## src/rtl/rx_agc_pkg.sv

```systemverilog
// Function
// - The receive setting register loads 0x40 at power-on reset and whenever chip enable is low.
// - Every write to the protocol-selection register at index 0x01 reloads the receive setting default.
// - With bits 7 to 4 all clear the receiver uses its wide band-pass characteristic.
// - Bit 7 picks the 212 kHz band, bit 6 the 200 to 900 kHz band, bit 5 the Manchester 848 kHz band.
// - Bit 4 picks the widest band for the highest bit rate and adds an 18 dB gain cut.
// - Bits 3 and 2 give a gain cut of 0, 5, 10 or 15 dB for codes 00, 01, 10, 11.
// - Bit 1 clear starts the AGC at five times the digitizer threshold, set at three times.
// - Bit 0 clear lets the AGC adjust only in the first 8 subcarrier pulses, set lets it adjust throughout.
// - The AGC loop runs only while the agc-on bit 2 of the chip status control register is set.
// - While enabled the AGC watches the digitizer input level and cuts gain above the chosen multiple.
// - The AGC takes four comparator-adjustment steps first, then three gain-reduction steps.
// - The AGC starts only after a transmission has ended, never during it.
package rx_agc_pkg;

  // ----------------------------------------------------------------
  // Register indices and byte addresses
  // ----------------------------------------------------------------
  localparam logic [7:0] IDX_CHIP_STATUS = 8'h00;
  localparam logic [7:0] IDX_PROTOCOL    = 8'h01;
  localparam logic [7:0] IDX_RX_SETTING  = 8'h0A;
  localparam logic [7:0] IDX_AGC_STATUS  = 8'h10;
  localparam logic [9:0] ADDR_CHIP_STATUS = {IDX_CHIP_STATUS, 2'b00};
  localparam logic [9:0] ADDR_PROTOCOL    = {IDX_PROTOCOL, 2'b00};
  localparam logic [9:0] ADDR_RX_SETTING  = {IDX_RX_SETTING, 2'b00};
  localparam logic [9:0] ADDR_AGC_STATUS  = {IDX_AGC_STATUS, 2'b00};

  // ----------------------------------------------------------------
  // Reset values
  // ----------------------------------------------------------------
  localparam logic [7:0] RX_SETTING_RST  = 8'h40;
  localparam logic [7:0] CHIP_STATUS_RST = 8'h00;
  localparam logic [7:0] PROTOCOL_RST    = 8'h00;

  // ----------------------------------------------------------------
  // Field positions
  // ----------------------------------------------------------------
  localparam int unsigned BIT_BAND_212K   = 7;
  localparam int unsigned BIT_BAND_424K   = 6;
  localparam int unsigned BIT_BAND_BAND_MANCHESTER_848K_SELECT   = 5;
  localparam int unsigned BIT_HIGH_RATE   = 4;
  localparam int unsigned BIT_GAIN_MSB    = 3;
  localparam int unsigned BIT_GAIN_LSB    = 2;
  localparam int unsigned BIT_AGC_LEVEL   = 1;
  localparam int unsigned BIT_NO_LIMIT    = 0;
  localparam int unsigned BIT_AGC_ON      = 2;
  localparam int unsigned BIT_STAT_FROZEN = 5;
  localparam int unsigned BIT_STAT_ACTIVE = 6;

  // ----------------------------------------------------------------
  // Gain cut figures in dB, AGC window length in pulses and AGC step counts
  // ----------------------------------------------------------------
  localparam logic [3:0] GAIN_CUT_STEP_DB = 4'h5;
  localparam logic [3:0] HOLD_PULSES      = 4'h8;
  localparam logic [2:0] COMP_STEPS       = 3'h4;
  localparam logic [1:0] GAIN_STEPS       = 2'h3;

  // ----------------------------------------------------------------
  // Bus answers and AGC states
  // ----------------------------------------------------------------
  localparam logic [1:0] RESP_OKAY   = 2'h0;
  localparam logic [1:0] RESP_SLVERR = 2'h2;

  typedef enum logic [3:0] {
    AGC_IDLE    = 4'b0001,
    AGC_WAIT_RX = 4'b0010,
    AGC_COMP    = 4'b0100,
    AGC_GAIN    = 4'b1000
  } agc_state_t;

endpackage

```

## src/rtl/agc_sequencer.sv

```systemverilog
`timescale 1ns/10ps
module agc_sequencer
  import rx_agc_pkg::*;
(
  input  wire logic       aclk,
  input  wire logic       aresetn,
  input  wire logic       agc_enable,
  input  wire logic       no_limit,
  input  wire logic       tx_active,
  input  wire logic       rx_active,
  input  wire logic       subcarrier_pulse,
  input  wire logic       level_over,
  output logic [2:0]      comp_step,
  output logic [1:0]      gain_step,
  output logic            agc_frozen,
  output logic            agc_active
);

  agc_state_t state_reg;
  logic [3:0] pulse_cnt_reg;
  logic       tx_active_d_reg;

  // ----------------------------------------------------------------
  // Decode of window and events
  // ----------------------------------------------------------------
  wire tx_end      = tx_active_d_reg & ~tx_active;
  wire window_open = no_limit | (pulse_cnt_reg < HOLD_PULSES);
  wire in_rx       = (state_reg == AGC_COMP) | (state_reg == AGC_GAIN);
  wire step_now    = in_rx & subcarrier_pulse & level_over & window_open;
  wire gain_full   = (gain_step == GAIN_STEPS);

  // Sequencer: arm after TX, comparator steps then gain steps
  always_ff @(posedge aclk)
  begin
    if (!aresetn || !agc_enable || tx_active)
    begin
      state_reg     <= AGC_IDLE;
      comp_step     <= 3'h0;
      gain_step     <= 2'h0;
      pulse_cnt_reg <= 4'h0;
    end
    else
    begin
      unique case (state_reg)
        AGC_IDLE:
          if (tx_end) state_reg <= AGC_WAIT_RX;
        AGC_WAIT_RX:
          if (rx_active)
          begin
            state_reg     <= AGC_COMP;
            pulse_cnt_reg <= 4'h0;
          end
        AGC_COMP:
          if (!rx_active) state_reg <= AGC_IDLE;
          else if (step_now)
          begin
            comp_step <= comp_step + 3'h1;
            if (comp_step == COMP_STEPS - 3'h1) state_reg <= AGC_GAIN;
          end
        AGC_GAIN:
          if (!rx_active) state_reg <= AGC_IDLE;
          else if (step_now && !gain_full) gain_step <= gain_step + 2'h1;
        default:
          state_reg <= AGC_IDLE;
      endcase
      if (in_rx && subcarrier_pulse && pulse_cnt_reg < HOLD_PULSES)
        pulse_cnt_reg <= pulse_cnt_reg + 4'h1;
    end
  end

  // Edge memory and status flags
  always_ff @(posedge aclk)
  begin
    if (!aresetn)
    begin
      tx_active_d_reg <= 1'b0;
      agc_frozen      <= 1'b0;
      agc_active      <= 1'b0;
    end
    else
    begin
      tx_active_d_reg <= tx_active;
      agc_frozen      <= in_rx & ~window_open;
      agc_active      <= in_rx;
    end
  end
endmodule

```

## src/rtl/rx_filter_gain_agc_control.sv

```systemverilog
`timescale 1ns/10ps
module rx_filter_gain_agc_control
  import rx_agc_pkg::*;
(
  input  wire logic        aclk,
  input  wire logic        aresetn,
  // AXI4-Lite write address
  input  wire logic [9:0]  s_axi_awaddr,
  input  wire logic [2:0]  s_axi_awprot,
  input  wire logic        s_axi_awvalid,
  output logic             s_axi_awready,
  // AXI4-Lite write data
  input  wire logic [31:0] s_axi_wdata,
  input  wire logic [3:0]  s_axi_wstrb,
  input  wire logic        s_axi_wvalid,
  output logic             s_axi_wready,
  // AXI4-Lite write response
  output logic [1:0]       s_axi_bresp,
  output logic             s_axi_bvalid,
  input  wire logic        s_axi_bready,
  // AXI4-Lite read address
  input  wire logic [9:0]  s_axi_araddr,
  input  wire logic [2:0]  s_axi_arprot,
  input  wire logic        s_axi_arvalid,
  output logic             s_axi_arready,
  // AXI4-Lite read data
  output logic [31:0]      s_axi_rdata,
  output logic [1:0]       s_axi_rresp,
  output logic             s_axi_rvalid,
  input  wire logic        s_axi_rready,
  // Chip enable pin and receive path status
  input  wire logic        chip_enable,
  input  wire logic        tx_active,
  input  wire logic        rx_active,
  input  wire logic        subcarrier_pulse,
  input  wire logic        level_over_3x,
  input  wire logic        level_over_5x,
  // Filter and gain controls to the analogue stages
  output logic             band_wide_select,
  output logic             band_212k_select,
  output logic             band_424k_select,
  output logic             band_manchester_848k_select,
  output logic             band_high_rate_select,
  output logic             gain_cut_18db,
  output logic [3:0]       gain_reduce_db,
  output logic             agc_level_3x,
  output logic             agc_loop_on,
  output logic [2:0]       agc_comp_step,
  output logic [1:0]       agc_gain_step
);

  // ----------------------------------------------------------------
  // Storage
  // ----------------------------------------------------------------
  logic [7:0]  rx_setting_reg;
  logic [7:0]  chip_status_reg;
  logic [7:0]  protocol_reg;
  logic [9:0]  waddr_reg;
  logic [7:0]  wdata_reg;
  logic        wstrb0_reg;
  logic        aw_full_reg;
  logic        w_full_reg;
  logic        agc_frozen;
  logic        agc_active;

  // ----------------------------------------------------------------
  // Bus handshakes
  // ----------------------------------------------------------------
  wire aw_fire  = s_axi_awvalid & s_axi_awready;
  wire w_fire   = s_axi_wvalid & s_axi_wready;
  wire b_fire   = s_axi_bvalid & s_axi_bready;
  wire ar_fire  = s_axi_arvalid & s_axi_arready;
  wire r_fire   = s_axi_rvalid & s_axi_rready;
  wire do_write = aw_full_reg & w_full_reg & ~s_axi_bvalid;

  // Write address decode
  wire wr_chip_status = do_write & (waddr_reg == ADDR_CHIP_STATUS);
  wire wr_protocol    = do_write & (waddr_reg == ADDR_PROTOCOL);
  wire wr_rx_setting  = do_write & (waddr_reg == ADDR_RX_SETTING);
  wire wr_agc_status  = do_write & (waddr_reg == ADDR_AGC_STATUS);
  wire wr_mapped      = wr_chip_status | wr_protocol | wr_rx_setting | wr_agc_status;

  // Read address decode
  wire rd_chip_status = (s_axi_araddr == ADDR_CHIP_STATUS);
  wire rd_protocol    = (s_axi_araddr == ADDR_PROTOCOL);
  wire rd_rx_setting  = (s_axi_araddr == ADDR_RX_SETTING);
  wire rd_agc_status  = (s_axi_araddr == ADDR_AGC_STATUS);
  wire rd_mapped      = rd_chip_status | rd_protocol | rd_rx_setting | rd_agc_status;

  // AGC status word
  wire [7:0] agc_status_word = {1'b0, agc_active, agc_frozen, agc_gain_step, agc_comp_step};

  // Read data selection
  wire [7:0] rd_byte = rd_chip_status ? chip_status_reg :
                       rd_protocol    ? protocol_reg    :
                       rd_rx_setting  ? rx_setting_reg  :
                       rd_agc_status  ? agc_status_word : 8'h00;

  // Level comparator chosen by the activation bit
  wire level_over = rx_setting_reg[BIT_AGC_LEVEL] ? level_over_3x : level_over_5x;

  // Gain cut from the two-bit field
  wire [1:0] gain_code = {rx_setting_reg[BIT_GAIN_MSB], rx_setting_reg[BIT_GAIN_LSB]};
  wire [3:0] gain_db_next = (gain_code == 2'h0) ? 4'h0 :
                            (gain_code == 2'h1) ? GAIN_CUT_STEP_DB :
                            (gain_code == 2'h2) ? 4'(GAIN_CUT_STEP_DB * 2) :
                                                  4'(GAIN_CUT_STEP_DB * 3);

  // ----------------------------------------------------------------
  // Write channel acceptance
  // ----------------------------------------------------------------
  // Address and data are latched independently, in any order
  always_ff @(posedge aclk)
  begin
    if (!aresetn)
    begin
      s_axi_awready <= 1'b1;
      s_axi_wready  <= 1'b1;
      aw_full_reg   <= 1'b0;
      w_full_reg    <= 1'b0;
      waddr_reg     <= 10'h000;
      wdata_reg     <= 8'h00;
      wstrb0_reg    <= 1'b0;
    end
    else
    begin
      if (aw_fire)
      begin
        s_axi_awready <= 1'b0;
        aw_full_reg   <= 1'b1;
        waddr_reg     <= s_axi_awaddr;
      end
      else if (do_write)
        aw_full_reg <= 1'b0;
      else if (b_fire)
        s_axi_awready <= 1'b1;
      if (w_fire)
      begin
        s_axi_wready <= 1'b0;
        w_full_reg   <= 1'b1;
        wdata_reg    <= s_axi_wdata[7:0];
        wstrb0_reg   <= s_axi_wstrb[0];
      end
      else if (do_write)
        w_full_reg <= 1'b0;
      else if (b_fire)
        s_axi_wready <= 1'b1;
    end
  end

  // Write response, error on unmapped address
  always_ff @(posedge aclk)
  begin
    if (!aresetn)
    begin
      s_axi_bvalid <= 1'b0;
      s_axi_bresp  <= RESP_OKAY;
    end
    else if (do_write)
    begin
      s_axi_bvalid <= 1'b1;
      s_axi_bresp  <= wr_mapped ? RESP_OKAY : RESP_SLVERR;
    end
    else if (b_fire)
      s_axi_bvalid <= 1'b0;
  end

  // ----------------------------------------------------------------
  // Read channel
  // ----------------------------------------------------------------
  // One read at a time; data registered at acceptance
  always_ff @(posedge aclk)
  begin
    if (!aresetn)
    begin
      s_axi_arready <= 1'b1;
      s_axi_rvalid  <= 1'b0;
      s_axi_rdata   <= 32'h0000_0000;
      s_axi_rresp   <= RESP_OKAY;
    end
    else if (ar_fire)
    begin
      s_axi_arready <= 1'b0;
      s_axi_rvalid  <= 1'b1;
      s_axi_rdata   <= {24'h00_0000, rd_byte};
      s_axi_rresp   <= rd_mapped ? RESP_OKAY : RESP_SLVERR;
    end
    else if (r_fire)
    begin
      s_axi_arready <= 1'b1;
      s_axi_rvalid  <= 1'b0;
    end
  end

  // ----------------------------------------------------------------
  // Control registers
  // ----------------------------------------------------------------
  // Receive setting: default on reset, chip disable or protocol write
  always_ff @(posedge aclk)
  begin
    if (!aresetn || !chip_enable)
      rx_setting_reg <= RX_SETTING_RST;
    else if (wr_protocol)
      rx_setting_reg <= RX_SETTING_RST;
    else if (wr_rx_setting && wstrb0_reg)
      rx_setting_reg <= wdata_reg;
  end

  // Chip status control and protocol selection
  always_ff @(posedge aclk)
  begin
    if (!aresetn || !chip_enable)
    begin
      chip_status_reg <= CHIP_STATUS_RST;
      protocol_reg    <= PROTOCOL_RST;
    end
    else
    begin
      if (wr_chip_status && wstrb0_reg)
        chip_status_reg <= wdata_reg;
      if (wr_protocol && wstrb0_reg)
        protocol_reg <= wdata_reg;
    end
  end

  // ----------------------------------------------------------------
  // Filter and gain outputs
  // ----------------------------------------------------------------
  // Registered decode of the receive setting and the AGC-on bit
  always_ff @(posedge aclk)
  begin
    if (!aresetn)
    begin
      band_wide_select            <= 1'b0;
      band_212k_select            <= 1'b0;
      band_424k_select            <= 1'b1;
      band_manchester_848k_select <= 1'b0;
      band_high_rate_select       <= 1'b0;
      gain_cut_18db               <= 1'b0;
      gain_reduce_db              <= 4'h0;
      agc_level_3x                <= 1'b0;
      agc_loop_on                 <= 1'b0;
    end
    else
    begin
      band_wide_select            <= (rx_setting_reg[7:4] == 4'h0);
      band_212k_select            <= rx_setting_reg[BIT_BAND_212K];
      band_424k_select            <= rx_setting_reg[BIT_BAND_424K];
      band_manchester_848k_select <= rx_setting_reg[BIT_BAND_BAND_MANCHESTER_848K_SELECT];
      band_high_rate_select       <= rx_setting_reg[BIT_HIGH_RATE];
      gain_cut_18db               <= rx_setting_reg[BIT_HIGH_RATE];
      gain_reduce_db              <= gain_db_next;
      agc_level_3x                <= rx_setting_reg[BIT_AGC_LEVEL];
      agc_loop_on                 <= chip_status_reg[BIT_AGC_ON];
    end
  end

  // ----------------------------------------------------------------
  // AGC step sequencer
  // ----------------------------------------------------------------
  agc_sequencer u_agc (
    .aclk             (aclk),
    .aresetn          (aresetn),
    .agc_enable       (chip_status_reg[BIT_AGC_ON]),
    .no_limit         (rx_setting_reg[BIT_NO_LIMIT]),
    .tx_active        (tx_active),
    .rx_active        (rx_active),
    .subcarrier_pulse (subcarrier_pulse),
    .level_over       (level_over),
    .comp_step        (agc_comp_step),
    .gain_step        (agc_gain_step),
    .agc_frozen       (agc_frozen),
    .agc_active       (agc_active)
  );
endmodule

```

## config.mk

```make
export PLATFORM = sky130hd
export DESIGN_NAME = rx_filter_gain_agc_control
export DESIGN_NICKNAME = d
export VERILOG_FILES = /design/src/rtl/rx_agc_pkg.sv /design/src/rtl/agc_sequencer.sv /design/src/rtl/rx_filter_gain_agc_control.sv
export SDC_FILE = /design/constraint.sdc
export NUM_CORES = 1
export LEC_CHECK = 0
export BUFFER_PORTS_ARGS = -buffer_cell sky130_fd_sc_hd__buf_4
export CAP_MARGIN = 20
export CORE_MARGIN = 3
export CORE_UTILIZATION = 30
export CTS_CLUSTER_DIAMETER = 80
export DETAILED_ROUTE_END_ITERATION = 10
export PLACE_DENSITY_LB_ADDON = 0.12
export SLEW_MARGIN = 20
export SYNTH_ARGS = -nofsm -noshare
export SYNTH_HDL_FRONTEND = slang
export SYNTH_SLANG_ARGS = --single-unit
```

## constraint.sdc

```tcl
create_clock -name aclk -period 1.6 [get_ports aclk]
set_input_delay 0.16 -clock aclk [delete_from_list [all_inputs] [get_ports aclk]]
set_output_delay 0.16 -clock aclk [all_outputs]
set_load 0.05 [all_outputs]
```

Word-level counts from Yosys, hierarchy flattened:

Cells that the tools add are included.

* bits in writable memories: 0
* bits in read-only memories: 0
* register bits: 89
* latch bits: 0
* memories: 0
* word-level logic and storage cells: 151

* $add $sub $neg: 3
* bitwise gates (word level): 28
* $mul: 0
* magnitude comparators: 1
* mux-type cells: 32
* divide/modulo/power cells: 0
* reduce and logical (&&, ||, !) cells: 34
* equal/unequal tests: 21
* shift operators: 0

Operators by type and width (count)
* two-way mux 4 bit: 9
* two-way mux 8 bit: 3
* == test 10 x 3 -> 1 bit (second input constant): 2
* == test 10 x 6 -> 1 bit (second input constant): 2
* == test 10 x 7 -> 1 bit (second input constant): 2
* zero test 10 bit: 2
* bitwise AND 1 bit: 16
* case mux 4 bit (4 select lines): 1
* nonzero test 2 bit: 8
* two-way mux 1 bit: 14
* != test 2 bit (second input constant): 4
* bitwise OR 1 bit: 8
* two-way mux 7 bit: 1
* logical AND 1 bit: 6
* two-way mux 3 bit: 2
* AND reduction 2 bit: 3
* AND reduction 3 bit: 2
* AND reduction 5 bit: 1
* adder 4 x 1 -> 4 bit (second input constant): 1
* == test 2 bit (second input constant): 2
* == test 4 x 1 -> 1 bit (second input constant): 1
* == test 4 x 2 -> 1 bit (second input constant): 1
* == test 4 x 3 -> 1 bit (second input constant): 1
* == test 4 bit (second input constant): 1
* 16 further kinds: 26

Depth between registers and ports, before layout:

Gate-level depths: netlist (run 1).

* word-level depth: 8
* depth in mapped cells: 6
* mapped depth without buffers: 4

By module:

From an unflattened synthesis (run 1), not the netlist that was laid out.

* cells, all modules: 419
* area total of the unflattened synthesis: 3777.4 um^2

By module, submodules not included
* rx_filter_gain_agc_control: area each 2954.1 um^2, cells each 327, times used 1, sequential area each 1381.3 um^2
* agc_sequencer: area each 823.3 um^2, cells each 92, times used 1, sequential area each 320.3 um^2

Worst setup path after synthesis (run 1):

Ideal clock, no wire load.

* kind: reg-to-reg
* start point: reg waddr_reg[9]
* end point: reg rx_setting_reg[6]
* arrival: 1548 ps
* path slack: -65 ps
* cell stages (with the launch flop): 6
* data required time: 1483 ps
* cell sequence: dfxtp_1 -> or4_4 -> nor4b_2 -> buf_6 -> mux2i_1 -> nand2b_1

* cells in the longest elaborated chain, start to end: 3
* elaborated cells on any way between the ends: 6
* classes of those cells: 2 x eq/ne; 2 x bitwise; 2 x reduce/logical

Ends and longest elaborated chain
* start: declaration: line rx_filter_gain_agc_control.sv:58 `logic [9:0] waddr_reg;`
* start signal: assignment: line rx_filter_gain_agc_control.sv:131 `waddr_reg <= s_axi_awaddr;`
* == test 10 x 3 -> 1 bit or == test 10 x 6 -> 1 bit (tied branches): line rx_filter_gain_agc_control.sv:78, rx_filter_gain_agc_control.sv:79
* bitwise AND 1 bit (on tied branches): line rx_filter_gain_agc_control.sv:78, rx_filter_gain_agc_control.sv:79
* OR reduction 2 bit (no source line) or logical AND 1 bit (tied branches)
* end signal: assignment: line rx_filter_gain_agc_control.sv:206 `rx_setting_reg <= wdata_reg;`
* end: declaration: line rx_filter_gain_agc_control.sv:55 `logic [7:0] rx_setting_reg;`

Parallel ways exist; a longest one is shown, timed or not.
A chain may end at the register's enable or synchronous reset.

Worst setup path in the final report (run 1):

* start point: reg waddr_reg[9]
* end point: reg rx_setting_reg[4]

The elaborated chain is that of the path after synthesis.

==> flow_metrics.tcl, run 1 <==
set metrics [dict create \
    result_of_the_run "finished, violations left" \
    violated_checks "negative setup slack" \
    clock-skew-final_ns 0.00390 \
    ir_drop_uv 411 \
    final_critical_path_setup_slack_ns -0.0764 \
    sequentialPowerShare_pct 44.6 \
    clk_transition_reported_paths_ns 0.06 \
    critical_path_class "reg2reg" \
    number_of_flip_flops_in_the_largest_register 10 \
    critical_path.endpoint_type "flip-flop" \
    worst_hold_path_type "in2reg" \
    static-leakage-power_nw 2.18 \
    holdPathStages 2 \
    worst_reg2reg_path_endpoint "rx_setting_reg[4]$_SDFFE_PP0P_" \
    dp_worst_setup_slack_ns -0.0767 \
    slowest_cell_on_crit_path "sky130_fd_sc_hd__or4_4" \
    grt_start_max_net_pins 29 \
    period_share_pct 105 \
    design.portCount 133 \
    final_layout_size_suffix_gt1_share_pct 25.8 \
    ys_top_cells_by_area "sky130_fd_sc_hd__dfxtp_1 (43%), sky130_fd_sc_hd__mux2i_1 (6.5%), sky130_fd_sc_hd__nand2_1 (5.7%), sky130_fd_sc_hd__buf_4 (5.5%), sky130_fd_sc_hd__a21boi_0 (4.3%)" \
    fin_crit_ns 1.68 \
    cts_root_buffer "sky130_fd_sc_hd__clkbuf_16" \
    synth_cell_types 48 \
    worstSetupPathDepth 5 \
    power_report.internal_total_mw 3.70 \
    cp-startpoint "waddr_reg[9]$_SDFFE_PN0P_" \
    synth.most_common_cell "sky130_fd_sc_hd__dfxtp_1" \
    grt_antenna_before_repair 0 \
    yosysTopAreaCell "sky130_fd_sc_hd__dfxtp_1" \
    detail_route.iter0.violations 117 \
    rsz0062_at_grt "yes" \
    fraction_of_power_consumed_by_the_clock_network_pct 43.5 \
    r2r-start "waddr_reg[9]$_SDFFE_PN0P_" \
    worstPathRequired_ns 1.83 \
    synth_async_sr_flop_share_pct 0 \
    cts_hold_buf 0 \
    worstPathArrival_ns 1.90 \
    area_delta_synth_final_pct 31.2 \
    grt_pass1_wl_mm 17.2 \
    die_span_in_x_um 121 \
    clock.fmax_mhz 597 \
    synth.ff_latch_count 85 \
    floorplan.initialDensity_pct 31.1 \
    fin_nets 640 \
    port_buffers 73 \
    die_height_um 121 \
    antenna_violating_nets_post_route 0 \
    postSynth.topFlopCell "sky130_fd_sc_hd__dfxtp_1" \
    via_count 3427 \
    cell_count_after_synthesis 463 \
    worstSetupEndpoint "rx_setting_reg[4]$_SDFFE_PP0P_" \
    antenna_cells 0 \
    reg2regPathDepth 5 \
    postCtsSetupBuffers 0 \
    avgViaCountPerCell 4.65 \
    cts-buffers-inserted 9 \
    cp_top_family "simple AND/OR/NAND/NOR gates" \
    max-clock-path-buffers 2 \
    synth-edff-count 0 \
    list_of_most_frequent_post_synthesis_cells "sky130_fd_sc_hd__dfxtp_1 (85), sky130_fd_sc_hd__nand2_1 (60), sky130_fd_sc_hd__nor2_1 (46)" \
    yosysSeqAreaShare_pct 42.8 \
    power_switching_share_pct 25.4 \
    critical_path.max_fanout 8 \
    syn_area_per_cell_um2 8.59 \
    clk_latency_ns 0.34 \
    cts-htree-levels 3 \
    post_drt_wl_per_cell_um 14.2 \
    place.detailed.hpwl_mm 8.13 \
    number_of_hold_slack_violations_in_the_final_timing_report 0 \
    power.density_nw_per_um2 951 \
    route.final.wire_length_mm 10.5 \
    power.combinational.fraction_pct 11.9 \
    max_transition_viols_final 0 \
    power.switching_mw 1.26 \
    synth_top_area_share_pct 42.8 \
    finalHoldWorstSlack_ns 0.0437 \
    groute.usage.overall_pct 15.1 \
    kind_of_start_point_of_the_critical_path "flip-flop" \
    synth_area_um2 3980 \
    via_count_of_the_first_global_routing_pass 3430 \
    cap_viol_max_count 0 \
    core_area_um2 12800 \
    tritoncts "yes" \
    gpl.final_weighted_congestion 0.835 \
    detail_route.first_pass.iterations 4 \
    yosys_warnings 0 \
    design.die.area_um2 14700 \
    core.rowCount 41 \
    crit_path_max_incr_delay_ns 0.55 \
    cts.sink_count 85 \
    final_core_util_pct 40.9 \
    timing.critical_path.buf_inv 1 \
    detail_route.drc_violations 0 \
    finalSetupViolations 8 \
    rrSetupSlack_ns -0.08 \
    grt.overflow.total 0 \
    worstPathCellList "or4_4, nor4b_4, buf_12, mux2i_1, nor2_1" \
]
==> layout make-up <==
cell class | instances | area, um2
Inverter | 7 | 26.3
Clock buffer | 12 | 267
Fill cell | 1297 | 7550
Tap cell | 172 | 215
Clock inverter | 3 | 43.8
Multi-Input combinational cell | 346 | 2080
Timing Repair Buffer | 112 | 878
Sequential cell | 85 | 1710
==> power by group through the flow <==
stage	clock, mW	combinational [mW]	sequential (mW)
after floorplan	0	0.375	2.30
after global placement	0	0.581	2.26
after detailed placement	0	0.585	2.26
after CTS	2.24	0.588	2.21
after global routing	2.31	0.647	2.22
final	2.16	0.591	2.21
==> how the worst min path moves through the flow <==
stage               startpoint                                to  slack, ns
global placement     tx_active  u_agc.tx_active_d_reg$_SDFF_PN0_       0.38
floorplan              aresetn       band_424k_select$_SDFF_PN1_       0.26
global route         tx_active  u_agc.tx_active_d_reg$_SDFF_PN0_       0.04
finish               tx_active  u_agc.tx_active_d_reg$_SDFF_PN0_       0.04
CTS                  tx_active  u_agc.tx_active_d_reg$_SDFF_PN0_       0.03
detailed placement   tx_active  u_agc.tx_active_d_reg$_SDFF_PN0_       0.39
==> layer usage <==
layer | global-route usage (%) | share of wire (%)
met5 | 0 | 0
met4 | 6.79 | 2.0
met3 | 3.03 | 4.4
met2 | 25.4 | 49
met1 | 18.5 | 45
==> logic make-up after synthesis <==
kind of cell	synth area share [%]
simple gates	26.5
compound gates	13.7
flops	42.8
buf+inv	8.30
mux	6.54
fa+ha+maj	1.26
xor+xnor	0.881
other cells	0.0942
==> per-stage QoR <==
step / TNS [ns] / instances / power (mW) / instance area, um2
2_1_floorplan: 0 / 488 / 2.67 / 4080
6_report: -0.524 / 737 / 4.97 / 5220
3_5_place_dp: -0.979 / 722 / 2.85 / 4870
5_1_grt: -1.34 / 737 / 5.17 / 5220
4_1_cts: -0.560 / 737 / 5.04 / 5190
3_3_place_gp: -0.943 / 722 / 2.84 / 4870
==> timing repair <==
| action | 4_1_cts | 5_1_grt |
|---|---|---|
| resized for setup | 1 | 7 |
| endpoints found under the setup margin | 8 | 25 |
| pin swaps | 1 | 0 |
| cloned | 0 | 0 |
==> cells in the final DEF (no fill, tap or decap), drive strengths merged, types with 2 or more instances in the layout <==
master	instances
mux2i	26
a21oi	14
nor4b	3
nand2	60
nand4b	2
nor3	18
xor2	2
or3	5
o211ai	2
nand2b	6
nor4	8
a31oi	8
nand3b	7
o21ai	27
buf	112
a21boi	23
nor2	46
inv	7
ha	4
nand3	5
conb	26
xnor2	2
or4	3
and3	4
nor3b	2
clkinv	2
nand4	11
a22oi	7
clkbuf	12
and2	13
dfxtp	85
No activity file was read; power rests on OpenSTA's default activity.
==> run 2, diff against run 1 <==
RECOVER_POWER = 25   (was not set)
==> run 2 against run 1 <==
Net effect:
- fmax about the same
- the run still ends with negative setup slack left
- register-to-register slack about the same
- global-route usage unchanged
- critical path type unchanged
- combinational power about the same
- clock skew down 0.00051 ns
==> flow_metrics.tcl, run 2 (synthesized netlist as in run 1, its figures left out) <==
set metrics [dict create \
    max_transition_viols_final 0 \
    die_height_um 121 \
    r2r-start "waddr_reg[9]$_SDFFE_PN0P_" \
    worst_hold_path.endpoint "u_agc.tx_active_d_reg$_SDFF_PN0_" \
    tritoncts "yes" \
    detail_route.first_pass.iterations 4 \
    clk_latency_ns 0.34 \
    groute.usage.overall_pct 15.1 \
    fillers 1307 \
    detail_route.drc_violations 0 \
    grt_antenna_before_repair 0 \
    timing_worst_slew_pin_value_ns 0.986 \
    cap_viol_max_count 0 \
    place.detailed.hpwl_mm 8.13 \
    design.die.area_um2 14700 \
    hold_path.startpoint "tx_active" \
    gpl.final_weighted_congestion 0.835 \
    port_buffers 73 \
    worst_reg2reg_path_endpoint "rx_setting_reg[4]$_SDFFE_PP0P_" \
    cts-buffers-inserted 9 \
    finalHoldWorstSlack_ns 0.0437 \
    clock.fmax_mhz 596 \
    grt_start_max_net_pins 29 \
    rsz0062_at_grt "yes" \
    fin_nets 640 \
    mostFrequentLayoutCell "sky130_fd_sc_hd__buf_4" \
    cts_hold_buf 0 \
    holdPathStages 2 \
    result_of_the_run "finished, violations left" \
    core_area_um2 12800 \
    via_count_of_the_first_global_routing_pass 3430 \
    rrSetupSlack_ns -0.08 \
    critical_path.max_fanout 8 \
    dp_worst_setup_slack_ns -0.0767 \
    final_cell_mix "sky130_fd_sc_hd__buf_4 (98), sky130_fd_sc_hd__dfxtp_1 (81), sky130_fd_sc_hd__nand2_1 (60)" \
    cts-htree-levels 3 \
    critical_path_class "reg2reg" \
    detail_route.iter0.violations 119 \
    design.portCount 133 \
    core.rowCount 41 \
    number_of_hold_slack_violations_in_the_final_timing_report 0 \
    route.final.wire_length_mm 10.5 \
    kind_of_start_point_of_the_critical_path "flip-flop" \
    max-clock-path-buffers 2 \
    cp-startpoint "waddr_reg[9]$_SDFFE_PN0P_" \
    worstPathRequired_ns 1.83 \
    worstPathArrival_ns 1.90 \
    antenna_cells 0 \
    clock-skew-final_ns 0.00340 \
    fin_crit_ns 1.68 \
    critical_path.endpoint_type "flip-flop" \
    placed_cells_incl_taps 722 \
    worst_hold_path_type "in2reg" \
    die_span_in_x_um 121 \
    reg2regPathDepth 5 \
    post_drt_wl_per_cell_um 14.2 \
    power.density_nw_per_um2 958 \
    grt_pass1_wl_mm 17.2 \
    area_delta_synth_final_pct 30.2 \
    cts.sink_count 85 \
    via_count 3432 \
    antenna_violating_nets_post_route 0 \
    cts_root_buffer "sky130_fd_sc_hd__clkbuf_16" \
    final_cell_count_no_fill 737 \
    ir_drop_uv 411 \
    violated_checks "negative setup slack" \
    finalSetupViolations 8 \
    avgViaCountPerCell 4.66 \
    clk_transition_reported_paths_ns 0.06 \
    floorplan.initialDensity_pct 31.1 \
    static-leakage-power_nw 2.13 \
    final_critical_path_setup_slack_ns -0.0766 \
    number_of_flip_flops_in_the_largest_register 10 \
    setup_tns_ns -0.527 \
    slew-limit-headroom_pct 34.2 \
    period_share_pct 105 \
    final_layout_size_suffix_gt1_share_pct 24.1 \
    grt.overflow.total 0 \
]
[run 2: cell types whose count changed in the layout (fill, tap and decap cells not counted), sizes merged]
cell | before | now
buf | 112 | 101
clkbuf | 12 | 23
[run 2: area by class of cell]
| type | count | area (um2) | share of cell area [%] |
|---|---|---|---|
| Timing Repair Buffer | 112 | 838 | 16.2 |
| Sequential cell | 85 | 1710 | 33.0 |
| Clock inverter | 3 | 43.8 | 0.846 |
| Multi-Input combinational cell | 346 | 2080 | 40.2 |
| Clock buffer | 12 | 267 | 5.15 |
| Inverter | 7 | 26.3 | 0.507 |
| Tap cell | 172 | 215 | 4.16 |
[run 2: how the worst max path moves through the flow]
| stage | cells after the start | slack (ns) | end |
|---|---|---|---|
| finish | 5 | -0.08 | rx_setting_reg[4]$_SDFFE_PP0P_ |
| detailed placement | 5 | -0.08 | s_axi_rdata[6]$_SDFFE_PN0P_ |
| global route | 5 | -0.19 | rx_setting_reg[6]$_SDFFE_PP1P_ |
| floorplan | 5 | 0.004 | rx_setting_reg[6]$_SDFFE_PP1P_ |
| CTS | 5 | -0.08 | rx_setting_reg[4]$_SDFFE_PP0P_ |
| global placement | 5 | -0.08 | s_axi_rdata[7]$_SDFFE_PN0P_ |
[run 2: metal layers]
layer | global-route usage (%) | up-vias | wire length (um)
met1 | 18.5 | 1565 | 4670
li1 | - | 1769 | -
met5 | 0 | - | 0
met3 | 3.03 | 12 | 472
met2 | 25.4 | 86 | 5130
met4 | 6.79 | 0 | 214
[run 2: repair_timing]
| item | in CTS | in global routing |
|---|---|---|
| gates resized for setup | 1 | 7 |
| pin swaps | 1 | 0 |
| endpoints found under the setup margin | 8 | 25 |
| buffers inserted | 0 | 0 |
[run 2: stage by stage]
stage / area, um2 / total power [mW] / util [%]
after floorplan: 4080 / 2.67 / -
after global placement: 4870 / 2.84 / 38.2
after detailed placement: 4870 / 2.85 / 38.2
after CTS: 5190 / 5.04 / 40.6
after global routing: 5180 / 5.17 / 40.5
final: 5180 / 4.96 / 40.5
[run 2: power breakdown]
group	internal, mW	switching [mW]	total (mW)
combinational	0.203	0.385	0.588
sequential	2.17	0.0450	2.21
clock	1.33	0.832	2.16
[run 2: worst max-delay path: stages, from the launching register on]
cell                      delay (ns)
sky130_fd_sc_hd__dfxtp_2        0.32
sky130_fd_sc_hd__or4_4          0.55
sky130_fd_sc_hd__nor4b_4        0.28
sky130_fd_sc_hd__buf_12         0.18
sky130_fd_sc_hd__mux2i_1        0.19
sky130_fd_sc_hd__nor2_1         0.05
==> run 3, diff against run 2 <==
REMOVE_ABC_BUFFERS = 1   (was not set)
==> run 3 against run 2 <==
Net effect:
- the flow still finishes with violations (negative setup slack)
- flip-flop and latch count did not move
- routed wire length fell by 1.6%
- sequential share of layout area fell by 0.097 points
- non-clock buffer count fell by 3
- critical path depth did not move
- combinational power fell by 0.9%
- sequential power barely moved
- clock power rose by 17%
- critical path type unchanged
- largest cell class unchanged
- highest routed layer unchanged
==> flow_metrics.tcl, run 3 (synthesized netlist as in run 1, its figures left out) <==
set metrics [dict create \
    period_share_pct 102 \
    design.portCount 133 \
    antenna_cells 0 \
    power.density_nw_per_um2 1030 \
    cts-htree-levels 3 \
    worst_reg2reg_path_endpoint "rx_setting_reg[6]$_SDFFE_PP1P_" \
    clock.fmax_mhz 610 \
    clock-skew-final_ns 0.00931 \
    antenna_violating_nets_post_route 0 \
    detail_route.first_pass.iterations 4 \
    area_delta_synth_final_pct 30.2 \
    r2r-start "waddr_reg[8]$_SDFFE_PN0P_" \
    worstPathArrival_ns 1.87 \
    final_core_util_pct 40.5 \
    cts.sink_count 85 \
    via_count 3448 \
    route.final.wire_length_mm 10.3 \
    number_of_hold_slack_violations_in_the_final_timing_report 0 \
    crit_path_max_incr_delay_ns 0.56 \
    worstSetupPathDepth 5 \
    cp-startpoint "waddr_reg[8]$_SDFFE_PN0P_" \
    final_layout_size_suffix_gt1_share_pct 22.0 \
    mostFrequentLayoutCell "sky130_fd_sc_hd__buf_4" \
    critical_path.max_fanout 8 \
    max_transition_viols_final 0 \
    grt_antenna_before_repair 0 \
    clk_transition_reported_paths_ns 0.06 \
    slew-limit-headroom_pct 54.7 \
    final_critical_path_setup_slack_ns -0.0390 \
    static-leakage-power_nw 2.12 \
    post-route-cell-area_um2 5180 \
    timing_worst_slew_pin_value_ns 0.679 \
    postCtsSetupBuffers 0 \
    finalHoldWorstSlack_ns 0.0411 \
    gpl.final_weighted_congestion 0.834 \
    number_of_flip_flops_in_the_largest_register 10 \
    port_buffers 73 \
    timing.critical_path.buf_inv 1 \
    grt.overflow.total 0 \
    die_span_in_x_um 121 \
    placed_cell_area_um2 4830 \
    via_count_of_the_first_global_routing_pass 3371 \
    final_cell_mix "sky130_fd_sc_hd__buf_4 (90), sky130_fd_sc_hd__dfxtp_1 (85), sky130_fd_sc_hd__nand2_1 (60)" \
    ir_drop_uv 409 \
    max-clock-path-buffers 2 \
    detail_route.iter0.violations 172 \
    design.die.area_um2 14700 \
    reg2regPathDepth 5 \
    cap_viol_max_count 0 \
    critical_path.endpoint_type "flip-flop" \
    rrSetupSlack_ns -0.04 \
    floorplan.initialDensity_pct 31.1 \
    cts-buffers-inserted 9 \
    die_height_um 121 \
    worstPathRequired_ns 1.83 \
    fillers 1323 \
    worstPathCellList "or4_4, nor4b_4, buf_6, mux2i_1, nand2b_1" \
    cp_top_family "simple AND/OR/NAND/NOR gates" \
    finalSetupViolations 8 \
    worst_hold_path_type "in2reg" \
    core.rowCount 41 \
    fin_nets 637 \
    slowest_cell_on_crit_path "sky130_fd_sc_hd__or4_4" \
    groute.usage.overall_pct 14.5 \
    fin_crit_ns 1.64 \
    cts_hold_buf 0 \
    critical_path_class "reg2reg" \
    cts_root_buffer "sky130_fd_sc_hd__clkbuf_16" \
    place.detailed.hpwl_mm 7.90 \
    violated_checks "negative setup slack" \
    detail_route.drc_violations 0 \
    worstSetupEndpoint "rx_setting_reg[6]$_SDFFE_PP1P_" \
    core_area_um2 12800 \
    kind_of_start_point_of_the_critical_path "flip-flop" \
    rsz0062_at_grt "yes" \
    tritoncts "yes" \
    clk_latency_ns 0.34 \
    post_drt_wl_per_cell_um 14.0 \
    result_of_the_run "finished, violations left" \
    grt_pass1_wl_mm 16.8 \
    grt_start_max_net_pins 19 \
    avgViaCountPerCell 4.69 \
]
run 3: cell type report:
class	instances	area [um2]	area share (%)
multi-input cells	346	2090	40.3
flip-flops and latches	85	1700	32.9
repair buffers	109	787	15.2
clock buffers	9	225	4.35
well taps	172	215	4.16
clock inverters	7	138	2.66
inverters	7	26.3	0.507
run 3: repair_timing:
| item | CTS | global route |
|---|---|---|
| endpoints found under the setup margin | 8 | 23 |
| resized for setup | 1 | 8 |
| pin swaps | 3 | 0 |
| hold endpoints to repair | 0 | 0 |
run 3: metrics by stage:
step           setup TNS (ns)  std cells  total power, mW  worst slack, ns
2_1_floorplan           -3.83        438             2.59           -0.491
3_3_place_gp           -0.702        719             2.83          -0.0940
3_5_place_dp            -1.10        719             2.84           -0.144
4_1_cts                -0.590        735             5.41          -0.0864
5_1_grt                -0.830        735             5.57           -0.126
6_report               -0.221        735             5.33          -0.0390
run 3: report_power, final:
part	switching, mW	internal, mW
logic	0.388	0.195
registers	0.0443	2.17
clock network	0.855	1.68
total	1.29	4.04
run 3: worst min-delay path by stage:
| stage | end | startpoint | slack, ns | depth (start not counted) |
|---|---|---|---|---|
| floorplan | s_axi_arready$_SDFFE_PN1P_ | aresetn | 0.24 | 1 |
| global placement | u_agc.tx_active_d_reg$_SDFF_PN0_ | tx_active | 0.39 | 2 |
| detailed placement | u_agc.tx_active_d_reg$_SDFF_PN0_ | tx_active | 0.39 | 2 |
| CTS | u_agc.tx_active_d_reg$_SDFF_PN0_ | tx_active | 0.03 | 2 |
| global route | u_agc.tx_active_d_reg$_SDFF_PN0_ | tx_active | 0.05 | 2 |
| finish | u_agc.tx_active_d_reg$_SDFF_PN0_ | tx_active | 0.04 | 2 |
run 3: per-layer routing:
metal  track usage, %  vias up  share of wire, %
met5                0        -                 0
met1             19.9     1567                48
met3             3.54       17               5.8
li1                 -     1760                 -
met4             6.02        0               2.4
met2             21.9      104                44
